## config.mk

```make
export PLATFORM = sky130hd
export DESIGN_NAME = pmcc_clock_ctrl
export DESIGN_NICKNAME = d
export VERILOG_FILES = /design/src/hdl/pmcc_pkg.sv /design/src/hdl/pmcc_clock_ctrl.sv /design/src/hdl/pmcc_cycle_div.sv /design/src/hdl/pmcc_warmup.sv
export SDC_FILE = /design/constraint.sdc
export NUM_CORES = 1
export LEC_CHECK = 0
export ABC_AREA = 1
export BUFFER_PORTS_ARGS = -buffer_cell sky130_fd_sc_hd__buf_4
export CAP_MARGIN = 20
export CORE_UTILIZATION = 30
export CTS_BUF_LIST = sky130_fd_sc_hd__clkbuf_4
export CTS_CLUSTER_DIAMETER = 50
export DETAILED_ROUTE_END_ITERATION = 16
export SLEW_MARGIN = 0
export SYNTH_ARGS = -nofsm -noshare
export SYNTH_HDL_FRONTEND = slang
export SYNTH_SLANG_ARGS = --single-unit
```

## constraint.sdc

```tcl
create_clock -name i_clk_sys -period 2 [get_ports i_clk_sys]
set_input_delay 0.3 -clock i_clk_sys [delete_from_list [all_inputs] [get_ports i_clk_sys]]
set_output_delay 0.3 -clock i_clk_sys [all_outputs]
set_load 0.05 [all_outputs]
```

## src/hdl/pmcc_pkg.sv

```systemverilog
// Package with register map, field layout and timing of the clock control
package pmcc_pkg;

  // Register addresses on the 8-bit special function space
  localparam logic [7:0] PMCC_ADDR_EXTENDED_FLAG = 8'h91;
  localparam logic [7:0] PMCC_ADDR_POWER_MGMT = 8'hC4;
  localparam logic [7:0] PMCC_ADDR_STATUS = 8'hC5;

  // Power management register fields
  localparam int PMCC_PMR_DIV_HI = 7;
  localparam int PMCC_PMR_DIV_LO = 6;
  localparam int PMCC_PMR_AUTO_RETURN = 5;
  localparam int PMCC_PMR_XTAL_DISABLE = 3;

  // Extended flag register fields
  localparam int PMCC_EXTENDED_FLAG_REGISTER_SOURCE_SELECT = 3;
  localparam int PMCC_EXTENDED_FLAG_REGISTER_RING_ACTIVE = 2;

  // Status register fields
  localparam int PMCC_ST_POWERFAIL = 7;
  localparam int PMCC_ST_HIGH = 6;
  localparam int PMCC_ST_LOW = 5;
  localparam int PMCC_ST_XTAL_READY = 4;
  localparam int PMCC_ST_PORT1_TX = 3;
  localparam int PMCC_ST_PORT1_RX = 2;
  localparam int PMCC_ST_PORT0_TX = 1;
  localparam int PMCC_ST_PORT0_RX = 0;

  // Divider field encodings
  typedef enum logic [1:0] {
    PMCC_DIV_RESERVED = 2'b00,
    PMCC_DIV_4 = 2'b01,
    PMCC_DIV_64 = 2'b10,
    PMCC_DIV_1024 = 2'b11
  } pmcc_div_t;

  // Reset values
  localparam logic PMCC_RST_SOURCE_SELECT = 1'b1;
  localparam logic PMCC_RST_XTAL_DISABLE = 1'b0;
  localparam logic PMCC_RST_AUTO_RETURN = 1'b0;
  localparam logic PMCC_RST_XTAL_READY = 1'b1;
  localparam logic [7:0] PMCC_RD_IDLE = 8'h00;

  // Crystal warm-up length in crystal clocks
  localparam int PMCC_WARMUP_CLOCKS = 65536;

  // Last count of each machine cycle, width of the cycle counter
  localparam int PMCC_CYC_W = 10;
  localparam logic [PMCC_CYC_W-1:0] PMCC_LAST_4 = 10'h003;
  localparam logic [PMCC_CYC_W-1:0] PMCC_LAST_64 = 10'h03F;
  localparam logic [PMCC_CYC_W-1:0] PMCC_LAST_1024 = 10'h3FF;

  // Last count of a machine cycle for a divider code
  function automatic logic [PMCC_CYC_W-1:0] pmcc_cycle_last(
    input pmcc_div_t code
  );
    case (code)
      PMCC_DIV_64: pmcc_cycle_last = PMCC_LAST_64;
      PMCC_DIV_1024: pmcc_cycle_last = PMCC_LAST_1024;
      default: pmcc_cycle_last = PMCC_LAST_4;
    endcase
  endfunction : pmcc_cycle_last

endpackage : pmcc_pkg

```

## src/hdl/pmcc_clock_ctrl.sv

```systemverilog
// Power-managed clock control: divider, source select, status register
//
// The placing of the registers and the plain strobed port were left to the implementer.
`timescale 1ns/1ps
`default_nettype none

module pmcc_clock_ctrl
  import pmcc_pkg::*;
#(
  parameter int P_WARMUP_CLOCKS = PMCC_WARMUP_CLOCKS
) (
  input wire logic i_clk_sys, // System clock, 25 MHz
  input wire logic i_rst_b, // Async reset, active low
  input wire logic [7:0] i_addr, // Register address
  input wire logic [7:0] i_wr_data, // Register write data
  input wire logic i_wr_stb, // Write strobe, one cycle
  input wire logic i_rd_stb, // Read strobe, one cycle
  output logic [7:0] o_rd_data, // Read data, cycle after strobe
  input wire logic i_powerfail_level_active, // Power-fail level served
  input wire logic i_high_level_active, // High level in service
  input wire logic i_low_level_active, // Low level in service
  input wire logic i_port0_rx_busy, // Port 0 receiving a word
  input wire logic i_port0_tx_busy, // Port 0 shifting out
  input wire logic i_port1_rx_busy, // Port 1 receiving a word
  input wire logic i_port1_tx_busy, // Port 1 shifting out
  input wire logic i_ext_irq, // Valid enabled external irq pulse
  input wire logic i_ext_irq_high, // That irq has high priority
  input wire logic i_port0_rx_en, // Port 0 receiver enabled
  input wire logic i_port1_rx_en, // Port 1 receiver enabled
  input wire logic i_port0_start_bit, // Port 0 start bit seen, pulse
  input wire logic i_port1_start_bit, // Port 1 start bit seen, pulse
  input wire logic i_port0_tx_write, // Port 0 transmit buffer written
  input wire logic i_port1_tx_write, // Port 1 transmit buffer written
  input wire logic i_xtal_osc_running, // Crystal oscillator started
  input wire logic i_ring_tick, // One ring oscillator clock, pulse
  output logic o_machine_cycle, // Machine cycle strobe for timers
  output logic [1:0] o_divider_code, // Divider code in force
  output logic o_ring_clock_sel, // Core clock taken from ring
  output logic o_crystal_amp_on, // Crystal amplifier enabled
  output logic o_reduced_speed_mode // Running at 64 or 1024 clocks
);

  // Complete register state of the block
  typedef struct packed {
    logic [1:0] divider_sel;
    logic [1:0] divider_act;
    logic auto_return_enable;
    logic crystal_disable;
    logic source_select;
    logic ring_active_flag;
    logic [7:0] rd_data;
  } pmcc_state_t;

  pmcc_state_t st;
  pmcc_state_t next_st;

  logic crystal_ready;
  logic cycle_strobe;
  logic source_tick;
  logic wr_pmr;
  logic wr_extended_flag_register;
  logic rd_hit;
  logic irq_allowed;
  logic switchback_event;
  logic [1:0] wr_div;
  logic wr_src;
  logic wr_xoff;
  logic [7:0] status_word;
  logic [7:0] extended_flag_register_word;
  logic [7:0] pmr_word;

  // Address decode shared by the write and read paths
  function automatic logic pmcc_hit(
    input logic [7:0] addr,
    input logic [7:0] reg_addr
  );
    pmcc_hit = (addr == reg_addr);
  endfunction : pmcc_hit

  // Write strobes per register
  assign wr_pmr = i_wr_stb && pmcc_hit(i_addr, PMCC_ADDR_POWER_MGMT);
  assign wr_extended_flag_register = i_wr_stb && pmcc_hit(i_addr, PMCC_ADDR_EXTENDED_FLAG);
  assign wr_div = {i_wr_data[PMCC_PMR_DIV_HI], i_wr_data[PMCC_PMR_DIV_LO]};
  assign wr_src = i_wr_data[PMCC_EXTENDED_FLAG_REGISTER_SOURCE_SELECT];
  assign wr_xoff = i_wr_data[PMCC_PMR_XTAL_DISABLE];

  // The source clock pulses once per edge on crystal, per tick on ring
  assign source_tick = st.ring_active_flag ? i_ring_tick : 1'b1;

  pmcc_cycle_div u_cycle_div (
    .i_clk_sys(i_clk_sys),
    .i_rst_b(i_rst_b),
    .i_tick(source_tick),
    .i_ratio(st.divider_act),
    .o_strobe(cycle_strobe)
  );

  // Disabling the amplifier restarts the warm-up from zero
  pmcc_warmup #(
    .CLOCKS(P_WARMUP_CLOCKS)
  ) u_warmup (
    .i_clk_sys(i_clk_sys),
    .i_rst_b(i_rst_b),
    .i_hold(st.crystal_disable),
    .i_osc_running(i_xtal_osc_running),
    .o_ready(crystal_ready)
  );

  // An irq may force a return only if it could really be taken now;
  // a low one is shut out by any level in service, a high one by
  // high or power-fail service
  always_comb begin
    if (i_ext_irq_high) begin
      irq_allowed = !(i_high_level_active || i_powerfail_level_active);
    end else begin
      irq_allowed = !(i_low_level_active || i_high_level_active ||
                      i_powerfail_level_active);
    end
  end

  // Any enabled switchback source
  assign switchback_event =
    (i_ext_irq && irq_allowed) ||
    (i_port0_start_bit && i_port0_rx_en) ||
    (i_port1_start_bit && i_port1_rx_en) ||
    i_port0_tx_write || i_port1_tx_write;

  // Status word is sampled live; software cannot write it
  always_comb begin
    status_word = 8'h00;
    status_word[PMCC_ST_POWERFAIL] = i_powerfail_level_active;
    status_word[PMCC_ST_HIGH] = i_high_level_active;
    status_word[PMCC_ST_LOW] = i_low_level_active;
    status_word[PMCC_ST_XTAL_READY] = crystal_ready;
    status_word[PMCC_ST_PORT1_TX] = i_port1_tx_busy;
    status_word[PMCC_ST_PORT1_RX] = i_port1_rx_busy;
    status_word[PMCC_ST_PORT0_TX] = i_port0_tx_busy;
    status_word[PMCC_ST_PORT0_RX] = i_port0_rx_busy;
  end

  // Extended flag word: only the two clock bits live here
  always_comb begin
    extended_flag_register_word = 8'h00;
    extended_flag_register_word[PMCC_EXTENDED_FLAG_REGISTER_SOURCE_SELECT] = st.source_select;
    extended_flag_register_word[PMCC_EXTENDED_FLAG_REGISTER_RING_ACTIVE] = st.ring_active_flag;
  end

  // Power management word; unimplemented bits read zero
  always_comb begin
    pmr_word = 8'h00;
    pmr_word[PMCC_PMR_DIV_HI] = st.divider_sel[1];
    pmr_word[PMCC_PMR_DIV_LO] = st.divider_sel[0];
    pmr_word[PMCC_PMR_AUTO_RETURN] = st.auto_return_enable;
    pmr_word[PMCC_PMR_XTAL_DISABLE] = st.crystal_disable;
  end

  assign rd_hit = i_rd_stb;

  // Next-state logic for all software and hardware controls
  always_comb begin
    next_st = st;

    // Divider field: reduced rates only from divide-by-4,
    // reserved code ignored, return to 4 always allowed
    if (wr_pmr) begin
      case (pmcc_div_t'(wr_div))
        PMCC_DIV_4: begin
          next_st.divider_sel = PMCC_DIV_4;
        end
        PMCC_DIV_64, PMCC_DIV_1024: begin
          if (st.divider_sel == PMCC_DIV_4) begin
            next_st.divider_sel = wr_div;
          end
        end
        default: begin
          next_st.divider_sel = st.divider_sel;
        end
      endcase
      next_st.auto_return_enable =
        i_wr_data[PMCC_PMR_AUTO_RETURN];
      // Amplifier off only while the ring is selected
      if (!wr_xoff) begin
        next_st.crystal_disable = 1'b0;
      end else if (!st.source_select) begin
        next_st.crystal_disable = 1'b1;
      end
    end

    // Hardware return wins over a same-cycle software write; the
    // source bits are deliberately left alone
    if (st.auto_return_enable && switchback_event) begin
      next_st.divider_sel = PMCC_DIV_4;
    end

    // Source select: crystal only once it is stable and powered
    if (wr_extended_flag_register) begin
      if (!wr_src) begin
        next_st.source_select = 1'b0;
      end else if (crystal_ready && !st.crystal_disable) begin
        next_st.source_select = 1'b1;
      end
    end

    // Divider and source move at a machine-cycle boundary, so a
    // selection lands at the first cycle strobe after it is made; the
    // two are handled apart so neither waits on the other
    if (cycle_strobe) begin
      next_st.divider_act = st.divider_sel;
      if (!st.source_select) begin
        next_st.ring_active_flag = 1'b1;
      end else if (!st.crystal_disable && i_xtal_osc_running) begin
        next_st.ring_active_flag = 1'b0;
      end
    end

    // Read data stand for exactly one cycle after the strobe
    next_st.rd_data = PMCC_RD_IDLE;
    if (rd_hit) begin
      if (pmcc_hit(i_addr, PMCC_ADDR_STATUS)) begin
        next_st.rd_data = status_word;
      end else if (pmcc_hit(i_addr, PMCC_ADDR_EXTENDED_FLAG)) begin
        next_st.rd_data = extended_flag_register_word;
      end else if (pmcc_hit(i_addr, PMCC_ADDR_POWER_MGMT)) begin
        next_st.rd_data = pmr_word;
      end else begin
        next_st.rd_data = PMCC_RD_IDLE;
      end
    end
  end

  // Power-on: divide by 4, crystal source, amplifier on, no return
  always_ff @(posedge i_clk_sys or negedge i_rst_b) begin
    if (!i_rst_b) begin
      st.divider_sel <= PMCC_DIV_4;
      st.divider_act <= PMCC_DIV_4;
      st.auto_return_enable <= PMCC_RST_AUTO_RETURN;
      st.crystal_disable <= PMCC_RST_XTAL_DISABLE;
      st.source_select <= PMCC_RST_SOURCE_SELECT;
      st.ring_active_flag <= 1'b0;
      st.rd_data <= PMCC_RD_IDLE;
    end else begin
      st <= next_st;
    end
  end

  // Outputs; the cycle strobe paces core and timers alike
  assign o_rd_data = st.rd_data;
  assign o_machine_cycle = cycle_strobe;
  assign o_divider_code = st.divider_act;
  assign o_ring_clock_sel = st.ring_active_flag;
  assign o_crystal_amp_on = !st.crystal_disable;
  assign o_reduced_speed_mode = (st.divider_act != PMCC_DIV_4);

endmodule : pmcc_clock_ctrl
`default_nettype wire

```

## src/hdl/pmcc_cycle_div.sv

```systemverilog
// Machine-cycle divider: one strobe per 4, 64 or 1024 source clocks
`timescale 1ns/1ps
`default_nettype none
module pmcc_cycle_div
  import pmcc_pkg::*;
(
  input wire logic i_clk_sys, // System clock
  input wire logic i_rst_b, // Async reset, active low
  input wire logic i_tick, // One source clock has passed
  input wire logic [1:0] i_ratio, // Divider code in force
  output logic o_strobe // Machine cycle boundary pulse
);

  typedef struct packed {
    logic [PMCC_CYC_W-1:0] count;
    logic strobe;
  } pmcc_div_state_t;

  pmcc_div_state_t st;
  pmcc_div_state_t next_st;

  // Count source clocks; wrap to zero so a new ratio starts clean
  always_comb begin
    next_st = st;
    next_st.strobe = 1'b0;
    if (i_tick) begin
      if (st.count >= pmcc_cycle_last(pmcc_div_t'(i_ratio))) begin
        next_st.count = '0;
        next_st.strobe = 1'b1;
      end else begin
        next_st.count = st.count + 1'b1;
      end
    end
  end

  always_ff @(posedge i_clk_sys or negedge i_rst_b) begin
    if (!i_rst_b) begin
      st <= '0;
    end else begin
      st <= next_st;
    end
  end

  assign o_strobe = st.strobe;

endmodule : pmcc_cycle_div
`default_nettype wire

```

## src/hdl/pmcc_warmup.sv

```systemverilog
// Crystal warm-up timer that raises the ready flag after a clock count
`timescale 1ns/1ps
`default_nettype none
module pmcc_warmup #(
  parameter int CLOCKS = 65536
) (
  input wire logic i_clk_sys, // System clock
  input wire logic i_rst_b, // Async reset, active low
  input wire logic i_hold, // Crystal amplifier switched off
  input wire logic i_osc_running, // Oscillator has started
  output logic o_ready // Crystal stable
);

  localparam int CW = (CLOCKS > 1) ? $clog2(CLOCKS) : 1;
  localparam logic [CW-1:0] LAST = CW'(CLOCKS - 1);

  typedef struct packed {
    logic [CW-1:0] count;
    logic ready;
  } pmcc_wu_state_t;

  pmcc_wu_state_t st;
  pmcc_wu_state_t next_st;

  // Hold clears the count; counting only after the oscillator runs
  always_comb begin
    next_st = st;
    if (i_hold) begin
      next_st.count = '0;
      next_st.ready = 1'b0;
    end else if (!st.ready && i_osc_running) begin
      if (st.count == LAST) begin
        next_st.ready = 1'b1;
      end else begin
        next_st.count = st.count + 1'b1;
      end
    end
  end

  // Ready comes out of reset set: the power-on interval already waited
  always_ff @(posedge i_clk_sys or negedge i_rst_b) begin
    if (!i_rst_b) begin
      st.count <= '0;
      st.ready <= pmcc_pkg::PMCC_RST_XTAL_READY;
    end else begin
      st <= next_st;
    end
  end

  assign o_ready = st.ready;

endmodule : pmcc_warmup
`default_nettype wire

```

==> results of run 1 <==
where the power goes:
group          internal (mW)  total, mW  leakage, nW  switching, mW
clock                  0.150      0.450       0.0317          0.301
sequential              1.05       1.20        0.583          0.149
combinational          0.424       1.11        0.989          0.691
cells in the final DEF, fill, tap and decap left out:
cell,n
nand2_4,1
dfrtp_1,40
o21ai_1,1
o211ai_1,2
clkinv_2,1
nor2_4,3
ha_1,6
dlygate4sd3_1,1
clkinvlp_4,1
nor3_1,4
nor2_1,37
nand3_1,34
buf_12,1
o21a_1,3
nor2_8,1
o21ai_0,15
xor2_1,10
xnor2_1,3
nor4_1,1
nand4_1,7
o31ai_1,2
a21oi_1,14
nand2_2,1
clkbuf_4,6
inv_1,42
o21bai_1,3
inv_2,1
or2_2,4
nor2_2,1
dfstp_2,4
o21ai_2,5
buf_4,50
nand2_1,97
metal layers:
metal / part of all wire / vias to the layer above / global-route usage
li1: - / 1222 / -
met1: 0.47 / 1098 / 0.171
met2: 0.48 / 39 / 0.248
met3: 0.036 / 7 / 0.0263
met4: 0.014 / 0 / 0.0361
met5: 0 / - / 0
logic make-up (layout without fill, tap and decap cells):
group | Yosys count | after routing
DFF | 44 | 44
adders and majority gates | 6 | 6
xor gates and xnor gates | 13 | 13
AOI/OAI and AO/OA | 45 | 45
buffers and inverters | 50 | 103
and+or+nand+nor | 191 | 191
registers in the layout (all words and copies together) (netlist names):
name and cells:
u_warmup.st 16, u_cycle_div.st 10, o_rd_data 8, pmr_word 4, o_divider_code 2, extended_flag_register_word 1, o_ring_clock_sel 1, u_cycle_div.o_strobe 1
u_warmup.o_ready 1
Yosys cell counts:
master / n
a21oi_1: 14
nand2_2: 1
dfrtp_1: 40
o31ai_1: 2
inv_1: 42
clkbuf_1: 2
o21ai_0: 15
nor2_8: 1
xnor2_1: 3
o21a_1: 3
o211ai_1: 2
nor4_1: 1
nor3_1: 4
o21ai_1: 1
nand2_1: 97
nor2_1: 37
nand3_1: 34
nand2_4: 1
o21bai_1: 3
dfstp_2: 4
o21ai_2: 5
buf_6: 4
nand4_1: 7
nor2_2: 1
xor2_1: 10
or2_2: 4
buf_2: 1
inv_2: 1
ha_1: 6
nor2_4: 3
stage by stage:
step / utilization / setup slack [ns] / cells / cell area [um^2]
after floorplan: - / 0.0673 / 349 / 2630
after CTS: 0.380 / 0.180 / 507 / 3170
after global placement: 0.371 / 0.224 / 498 / 3100
after detailed placement: 0.371 / 0.204 / 498 / 3100
after global routing: 0.380 / 0.0298 / 507 / 3170
final: 0.380 / 0.205 / 507 / 3170
cell type report:
class | count | area [um^2]
flip-flops and latches | 44 | 1110
repair buffers | 52 | 405
clock inverters | 2 | 12.5
inverters | 43 | 161
well taps | 105 | 131
clock buffers | 6 | 45.0
fillers | 872 | 5170
multi-input cells | 255 | 1300
worst min-delay path, delay by kind of cell:
family / cells / cell delay (ns)
buffers and inverters: 1 / 0.08
AND/OR/NAND/NOR: 2 / 0.08
path summary, 6_finish.rpt:
| kind | startpoint | endpoint | cells after the start |
|---|---|---|---|
| max | o_divider_code[0]$_DFFE_PN1P_ | u_cycle_div.st[2]$_DFFE_PN0P_ | 8 |
| min | i_wr_data[5] | pmr_word[5]$_DFFE_PN0P_ | 3 |
| min in group asynchronous | i_rst_b | u_warmup.st[15]$_DFFE_PN0P_ | 2 |
| max in group asynchronous | i_rst_b | o_rd_data[2]$_DFF_PN0_ | 2 |
| min reg2reg | u_warmup.o_ready$_DFFE_PN1P_ | o_rd_data[4]$_DFF_PN0_ | 2 |
| max reg2reg | o_divider_code[0]$_DFFE_PN1P_ | u_cycle_div.st[2]$_DFFE_PN0P_ | 8 |
what timing repair did:
action | CTS | global route
endpoints found under the hold margin | 40 | 0
resized for setup | 0 | 0
hold buffers | 1 | 0
buffers inserted | 0 | 0
==> impl_metrics.csv, run 1 <==
group,metric,value,unit
synth,synth_seq_area_share,0.421,
synth,syn-num-nets,392,
floorplan,floorplan.die_area,0.00914,mm^2
synth,synthCells,349,
clock_network,cts_tree,"yes",
placement,io_buffer_count,46,
timing,clock.fmax,557,MHz
worst_setup_path,crit_path_cell_trace,"nand2_1 > ha_1 > nand2_1 > nor2_1 > nand4_1 > nand3_1 > buf_4 > o21ai_0",
layout,antenna-diode-count,0,
synth,synth.area.mux_share,0,
floorplan,number_of_top_level_design_ports,51,
worst_setup_path,critical_path.max_stage_delay,0.58,ns
worst_setup_path,cp_delay_by_family_top,"flip-flops",
worst_setup_path,critical-path-top-cell-by-count,"nand2_1",
clock_network,clkLatencyLatePin,0.36,ns
power,peakVddDrop,393,uV
timing,rsz_0062_raised_after_global_routing,"false",
synth,synth_area_leaders,"dfrtp_1 (38%), nand2_1 (14%), nand3_1 (6.5%)",
clock_network,numClockSinks,44,
grt,antenna_violations_before_repair,0,
clock_network,clockRootBuffer,"clkbuf_4",
worst_setup_path,worst-path-buf-inv,1,
synth,synth-xor-area-share,0.0433,
clock_network,cts-root-to-sink-buffers,2,
worst_setup_path,critical_path_required,2.25,ns
flow_run,max-cap-violations,0,
timing,slew_headroom,0.608,
timing,fin_hold_viols,0,
floorplan,core_area,0.00834,mm^2
grt,grt_pass1_vias,2259,
route,drt.antenna.violating_nets,0,
clock_network,clk_pin_slew_worst_paths,0.14,ns
synth,synthesis.yosys.warnings,0,
worst_setup_path,worst-path-max-fanout,11,
placement,dp_hpwl,4.29,mm
layout,area_delta_synth_final,20.4,%
worst_setup_path,crit_type,"reg2reg",
layout,drive_gt1_frac,0.199,
timing,timing_max_transition_violations_final,0,
route,dr.first_iter.drc_count,65,
worst_setup_path,rrSetupSlack,0.20,ns
power,power_density,874,mW/mm^2
hold_path,hold_path.class,"in2reg",
worst_setup_path,arrival_time_of_data_at_the_critical_path_endpoint,2.05,ns
route,drt-pass1-iter-count,4,
synth,flops_latches_synth,44,
grt,maximum_number_of_pins_on_one_net_before_global_route_repair,45,
grt,grt_pass1_wl,9.92,mm
run_status,run_status,"finished clean",
synth,synth_area_per_cell,7.53,um^2
synth,synth_top_family_by_area,"simple AND/OR/NAND/NOR gates",
timing,period_needed,1.80,ns
grt,grt_util_all_layers,0.139,
route,post_detailed_route_drc_marker_count,0,
timing,totalNegativeSetupSlack,0,ns
synth,post_synth_adder_cell_area,0.0286,
route,vias_per_cell,4.67,
layout,finish.net_count,444,
worst_setup_path,setup.worst_path.end_class,"flip-flop",
worst_setup_path,crit_path_start_kind,"flip-flop",
power,total_power,2.77,mW
synth,yosysTopAreaCell,"dfrtp_1",
route,via_count,2366,
placement,gp_routability_congestion,0.810,
timing,min_period_over_period,0.898,
synth,synth.lib_cells_used.distinct,30,
timing,clock_skew,0.0128,ns
floorplan,chipWidth,95.6,um
route,finalWirelength,5.69,mm
clock_network,cts_made_buffers,5,
floorplan,starting_utilization_of_the_core_area,0.315,
synth,mappedNetlistArea,0.00263,mm^2
timing,worstMarginPinSlew,0.588,ns
timing,hold_ws,0.145,ns
floorplan,die_y,95.6,um
power,leakage,1.60,nW
synth,synth.top_cell.area_share,0.381,
synth,synthesized_area_fraction_occupied_by_ao_oa_aoi_and_oai_cells,0.102,
clock_network,htree_levels,2,
grt,grt_remaining_overflow,0,
timing,setup_viol,0,
worst_setup_path,cpMaxStageDelayCell,"dfstp_2",
synth,synth_simple_gate_area_frac,0.322,
route,routedWlPerCell,11.2,um
floorplan,placementRows,33,
Note: power is estimated with default switching activity, not from simulation.
==> inputs of run 2 (changes only) <==
- MAX_ROUTING_LAYER: default -> met4
==> run 2 against run 1 <==
  * Core utilization unchanged
  * Critical path depth did not move
  * Clock skew down 0.0017 ns
  * Sequential power barely moved
  * Setup slack worse by 0.0048 ns
  * Flip-flop and latch count did not move
  * Register-to-register slack barely moved
  * Die area unchanged
  * Non-clock buffer count did not move
  * Hold slack hardly changed
  * Cell count did not move
  * Highest routed layer unchanged
==> impl_metrics.csv, run 2 (synthesized netlist as in run 1, its figures left out) <==
group,metric,value,unit
route,routedWlPerCell,11.2,um
clock_network,clockRootBuffer,"clkbuf_4",
worst_setup_path,setup.worst_path.end_class,"flip-flop",
timing,setup_viol,0,
clock_network,cts_tree,"yes",
grt,grt_remaining_overflow,0,
worst_setup_path,crit_path_start_kind,"flip-flop",
flow_run,max-cap-violations,0,
layout,nFillCells,872,
route,vias_per_cell,4.67,
power,total_power,2.77,mW
grt,grt_pass1_vias,2261,
run_status,run_status,"finished clean",
worst_setup_path,worst-path-max-fanout,11,
timing,rsz_0062_raised_after_global_routing,"false",
clock_network,cts-root-to-sink-buffers,2,
timing,clock.fmax,555,MHz
placement,io_buffer_count,46,
floorplan,chipWidth,95.6,um
timing,min_period_over_period,0.900,
layout,final_cell_mix,"nand2_1 (97), buf_4 (50), inv_1 (42), dfrtp_1 (40), nor2_1 (37)",
timing,timing_max_transition_violations_final,0,
route,drt.antenna.violating_nets,0,
route,finalWirelength,5.69,mm
power,peakVddDrop,393,uV
timing,final_critical_path_setup_slack,0.200,ns
layout,final_cell_count_no_fill,507,
layout,antenna-diode-count,0,
timing,period_needed,1.80,ns
layout,drive_gt1_frac,0.199,
timing,clock_skew,0.0110,ns
placement,place_inst,498,
power,power_density,874,mW/mm^2
timing,fin_hold_viols,0,
layout,layout_commonest_cell,"nand2_1",
floorplan,placementRows,33,
timing,slew_headroom,0.610,
worst_setup_path,arrival_time_of_data_at_the_critical_path_endpoint,2.05,ns
worst_setup_path,critical_path_required,2.25,ns
clock_network,htree_levels,2,
placement,gp_routability_congestion,0.822,
floorplan,core_area,0.00834,mm^2
floorplan,floorplan.die_area,0.00914,mm^2
grt,maximum_number_of_pins_on_one_net_before_global_route_repair,45,
clock_network,ctsResizeCount,0,
grt,antenna_violations_before_repair,0,
worst_setup_path,crit_type,"reg2reg",
layout,final-seq-area,0.00111,mm^2
route,dr.first_iter.drc_count,66,
route,drt-pass1-iter-count,4,
clock_network,clk_pin_slew_worst_paths,0.14,ns
layout,finish.net_count,444,
hold_path,hold_path.class,"in2reg",
placement,dp_hpwl,4.29,mm
power,leakage,1.60,nW
timing,hold_ws,0.145,ns
timing,worstMarginPinSlew,0.584,ns
floorplan,number_of_top_level_design_ports,51,
route,via_count,2366,
floorplan,die_y,95.6,um
timing,totalNegativeSetupSlack,0,ns
route,post_detailed_route_drc_marker_count,0,
grt,grt_pass1_wl,9.92,mm
layout,area_delta_synth_final,20.4,%
grt,grt_util_all_layers,0.143,
placement,worst_case_setup_slack_after_placement,0.204,ns
floorplan,starting_utilization_of_the_core_area,0.315,
clock_network,clkLatencyLatePin,0.35,ns
layout,multi_input_comb_area,0.00130,mm^2
layout,number_of_flip_flops_under_the_largest_register_name,16,
clock_network,numClockSinks,44,
clock_network,cts_made_buffers,5,
layout,registers.top_by_ff_count,"u_warmup.st",
clock_network,cts_setup_buffers,0,
run 2: layout make-up:
type                    instances  share of cell area
repair buffers                 52               0.128
clock buffers                   6              0.0142
flip-flops and latches         44               0.349
well taps                     105              0.0415
clock inverters                 2             0.00395
multi-input cells             255               0.412
inverters                      43              0.0510
run 2: repair_timing:
item                                    4_1_cts  5_1_grt
endpoints found under the setup margin        0        0
hold buffers                                  1        0
hold endpoints to repair                     40        0
run 2: report_power, final:
group / internal, mW / switching [mW]
Sequential: 1.05 / 0.149
Combinational: 0.424 / 0.692
Clock: 0.150 / 0.299
Total: 1.63 / 1.14
run 2: worst paths after layout:
path                                               start                            end  slack, ns  cells after the start
setup / recovery           o_divider_code[0]$_DFFE_PN1P_  u_cycle_div.st[2]$_DFFE_PN0P_       0.20                      8
hold / removal                              i_wr_data[5]        pmr_word[5]$_DFFE_PN0P_       0.14                      3
setup reg to reg           o_divider_code[0]$_DFFE_PN1P_  u_cycle_div.st[2]$_DFFE_PN0P_       0.20                      8
min in group asynchronous                        i_rst_b    u_warmup.st[15]$_DFFE_PN0P_       0.47                      2
max in group asynchronous                        i_rst_b        pmr_word[6]$_DFFE_PN1P_       1.13                      2
hold reg to reg             u_warmup.o_ready$_DFFE_PN1P_         o_rd_data[4]$_DFF_PN0_       0.51                      2
run 2: routing by layer:
| metal | wire (um) | global-route usage | vias up |
|---|---|---|---|
| met5 | 0 | - | - |
| met4 | 80 | 0.0361 | 0 |
| met3 | 202 | 0.0263 | 7 |
| met2 | 2760 | 0.248 | 39 |
| met1 | 2650 | 0.171 | 1098 |
| li1 | - | - | 1222 |
run 2: worst max-delay path, stage by stage (launching register included):
cell	delay, ns
dfstp_2	0.58
nand2_1	0.13
ha_1	0.32
nand2_1	0.06
nor2_1	0.14
nand4_1	0.11
nand3_1	0.08
buf_4	0.18
o21ai_0	0.10
run 2: through the flow:
stage / utilization / instance area, um^2
2_1_floorplan: - / 2630
3_3_place_gp: 0.371 / 3100
3_5_place_dp: 0.371 / 3100
4_1_cts: 0.380 / 3170
5_1_grt: 0.380 / 3170
6_report: 0.380 / 3170
==> inputs of run 3 (changes only) <==
- PLACE_DENSITY_LB_ADDON: default -> 0.05
- RECOVER_POWER: default -> 50
==> run 3 against run 2 <==
  * Via count fell by 1.4%
  * Total power rose by 1.6%
  * Critical endpoint is now u_warmup.st[7]$_DFFE_PN0P_
  * Critical path depth rose by 2
  * Die area did not move
  * Core utilization rose by 0.56 points
  * Largest cell class unchanged
  * Non-clock buffer count rose by 8
  * Register-to-register slack got worse by 0.04 ns
  * Clock skew barely moved
==> impl_metrics.csv, run 3 (synthesized netlist as in run 1, its figures left out) <==
group,metric,value,unit
power,peakVddDrop,419,uV
worst_setup_path,crit_type,"reg2reg",
grt,antenna_violations_before_repair,0,
placement,gp_routability_congestion,0.816,
placement,dp_hpwl,4.48,mm
floorplan,core_area,0.00834,mm^2
power,leakage,1.63,nW
route,via_count,2334,
hold_path,hold_path_startpoint,"i_wr_data[5]",
grt,grt_pass1_wl,10.4,mm
layout,layout_commonest_cell,"nand2_1",
worst_setup_path,critical_path.max_stage_delay,0.41,ns
layout,antenna-diode-count,0,
route,routedWlPerCell,11.7,um
grt,maximum_number_of_pins_on_one_net_before_global_route_repair,45,
worst_setup_path,timing.rr.start,"u_warmup.st[1]$_DFFE_PN0P_",
grt,grt_util_all_layers,0.155,
layout,final_cell_mix,"nand2_1 (96), buf_4 (56), inv_1 (41), dfrtp_1 (40), nor2_1 (37)",
worst_setup_path,crit_path_start,"u_warmup.st[1]$_DFFE_PN0P_",
placement,place_inst,500,
timing,hold_ws,0.115,ns
layout,nFillCells,895,
placement,placed_area,0.00310,mm^2
timing,slew_headroom,0.240,
placement,io_buffer_count,46,
layout,registers.top_by_ff_count,"u_warmup.st",
clock_network,clkLatencyLatePin,0.36,ns
timing,totalNegativeSetupSlack,0,ns
layout,final_cell_count_no_fill,515,
layout,finish.net_count,452,
worst_setup_path,critical_path_required,2.26,ns
clock_network,clockRootBuffer,"clkbuf_4",
layout,number_of_flip_flops_under_the_largest_register_name,16,
clock_network,numClockSinks,44,
flow_run,max-cap-violations,0,
route,dr.first_iter.drc_count,59,
route,post_detailed_route_drc_marker_count,0,
power,power_density,876,mW/mm^2
worst_setup_path,worst-path-buf-inv,2,
clock_network,cts_tree,"yes",
timing,setup_viol,0,
floorplan,chipWidth,95.6,um
layout,postLayoutCellArea,0.00321,mm^2
grt,grt_remaining_overflow,0,
worst_setup_path,cp_delay_by_family_top,"simple AND/OR/NAND/NOR gates",
worst_setup_path,setup.worst_path.end_class,"flip-flop",
route,vias_per_cell,4.53,
floorplan,number_of_top_level_design_ports,51,
worst_setup_path,cpMaxStageDelayCell,"dfrtp_1",
route,drt.antenna.violating_nets,0,
floorplan,die_y,95.6,um
timing,fin_hold_viols,0,
worst_setup_path,crit_path_start_kind,"flip-flop",
floorplan,floorplan.die_area,0.00914,mm^2
timing,clock_skew,0.0113,ns
layout,drive_gt1_frac,0.217,
hold_path,hold_path.class,"in2reg",
worst_setup_path,crit_path_cell_trace,"ha_1 > nand3_1 > inv_2 > nand2_4 > nor2_4 > nor2_4 > nor2_8 > clkinvlp_4 > nand2_1 > nand2_1",
route,finalWirelength,6.01,mm
run_status,run_status,"finished clean",
timing,worstMarginPinSlew,1.14,ns
route,drt-pass1-iter-count,4,
timing,clock.fmax,543,MHz
worst_setup_path,arrival_time_of_data_at_the_critical_path_endpoint,2.10,ns
clock_network,htree_levels,2,
floorplan,placementRows,33,
clock_network,clk_pin_slew_worst_paths,0.14,ns
floorplan,starting_utilization_of_the_core_area,0.315,
clock_network,cts_made_buffers,5,
timing,period_needed,1.84,ns
timing,min_period_over_period,0.921,
timing,rsz_0062_raised_after_global_routing,"false",
worst_setup_path,worst-path-max-fanout,12,
timing,timing_max_transition_violations_final,0,
grt,grt_pass1_vias,2300,
clock_network,cts-root-to-sink-buffers,2,
layout,area_delta_synth_final,22.2,%
[run 3: through the flow]
stage / util / power [mW] / setup WS (ns)
after floorplan: - / 2.01 / 0.0673
after global placement: 0.372 / 2.34 / 0.184
after detailed placement: 0.372 / 2.35 / 0.165
after CTS: 0.380 / 2.82 / 0.127
after global routing: 0.385 / 3.07 / 0.0149
final: 0.385 / 2.81 / 0.158
[run 3: cell type report]
type / instances / area [um^2] / area share
inverters: 43 / 165 / 0.0514
multi-input cells: 255 / 1310 / 0.407
clock buffers: 5 / 37.5 / 0.0117
flip-flops and latches: 44 / 1110 / 0.344
repair buffers: 60 / 447 / 0.139
clock inverters: 3 / 18.8 / 0.00584
well taps: 105 / 131 / 0.0409
[run 3: path summary, 6_finish.rpt]
check	cells past startpoint	slack, ns	endpoint
max	10	0.16	u_warmup.st[7]$_DFFE_PN0P_
min	3	0.11	pmr_word[5]$_DFFE_PN0P_
max reg2reg	10	0.16	u_warmup.st[7]$_DFFE_PN0P_
min reg2reg	2	0.51	o_rd_data[4]$_DFF_PN0_
max in group asynchronous	2	0.63	u_cycle_div.st[6]$_DFFE_PN0P_
min in group asynchronous	2	0.68	pmr_word[5]$_DFFE_PN0P_
[run 3: metal layers]
metal,vias to the layer above,global-route usage,part of all wire,wire length [um]
met5,-,-,0,0
met4,0,0.0448,0.013,80
met3,8,0.0263,0.023,141
met2,21,0.261,0.48,2880
met1,1060,0.189,0.48,2910
li1,1245,-,-,-
[run 3: what timing repair did]
action	in CTS	in global routing
setup endpoints to repair	0	7
setup buffers	0	6
resized for setup	0	3
hold endpoints to repair	40	0
hold buffers	1	0
[run 3: power by group]
| group | internal (mW) | switching (mW) |
|---|---|---|
| clock | 0.136 | 0.309 |
| combinational | 0.458 | 0.703 |
| sequential | 1.05 | 0.153 |
[run 3: tightest hold or removal path, delay by kind of cell]
kind | cells | cell delay [ns]
AND/OR/NAND/NOR | 2 | 0.08
buffers and inverters | 1 | 0.07
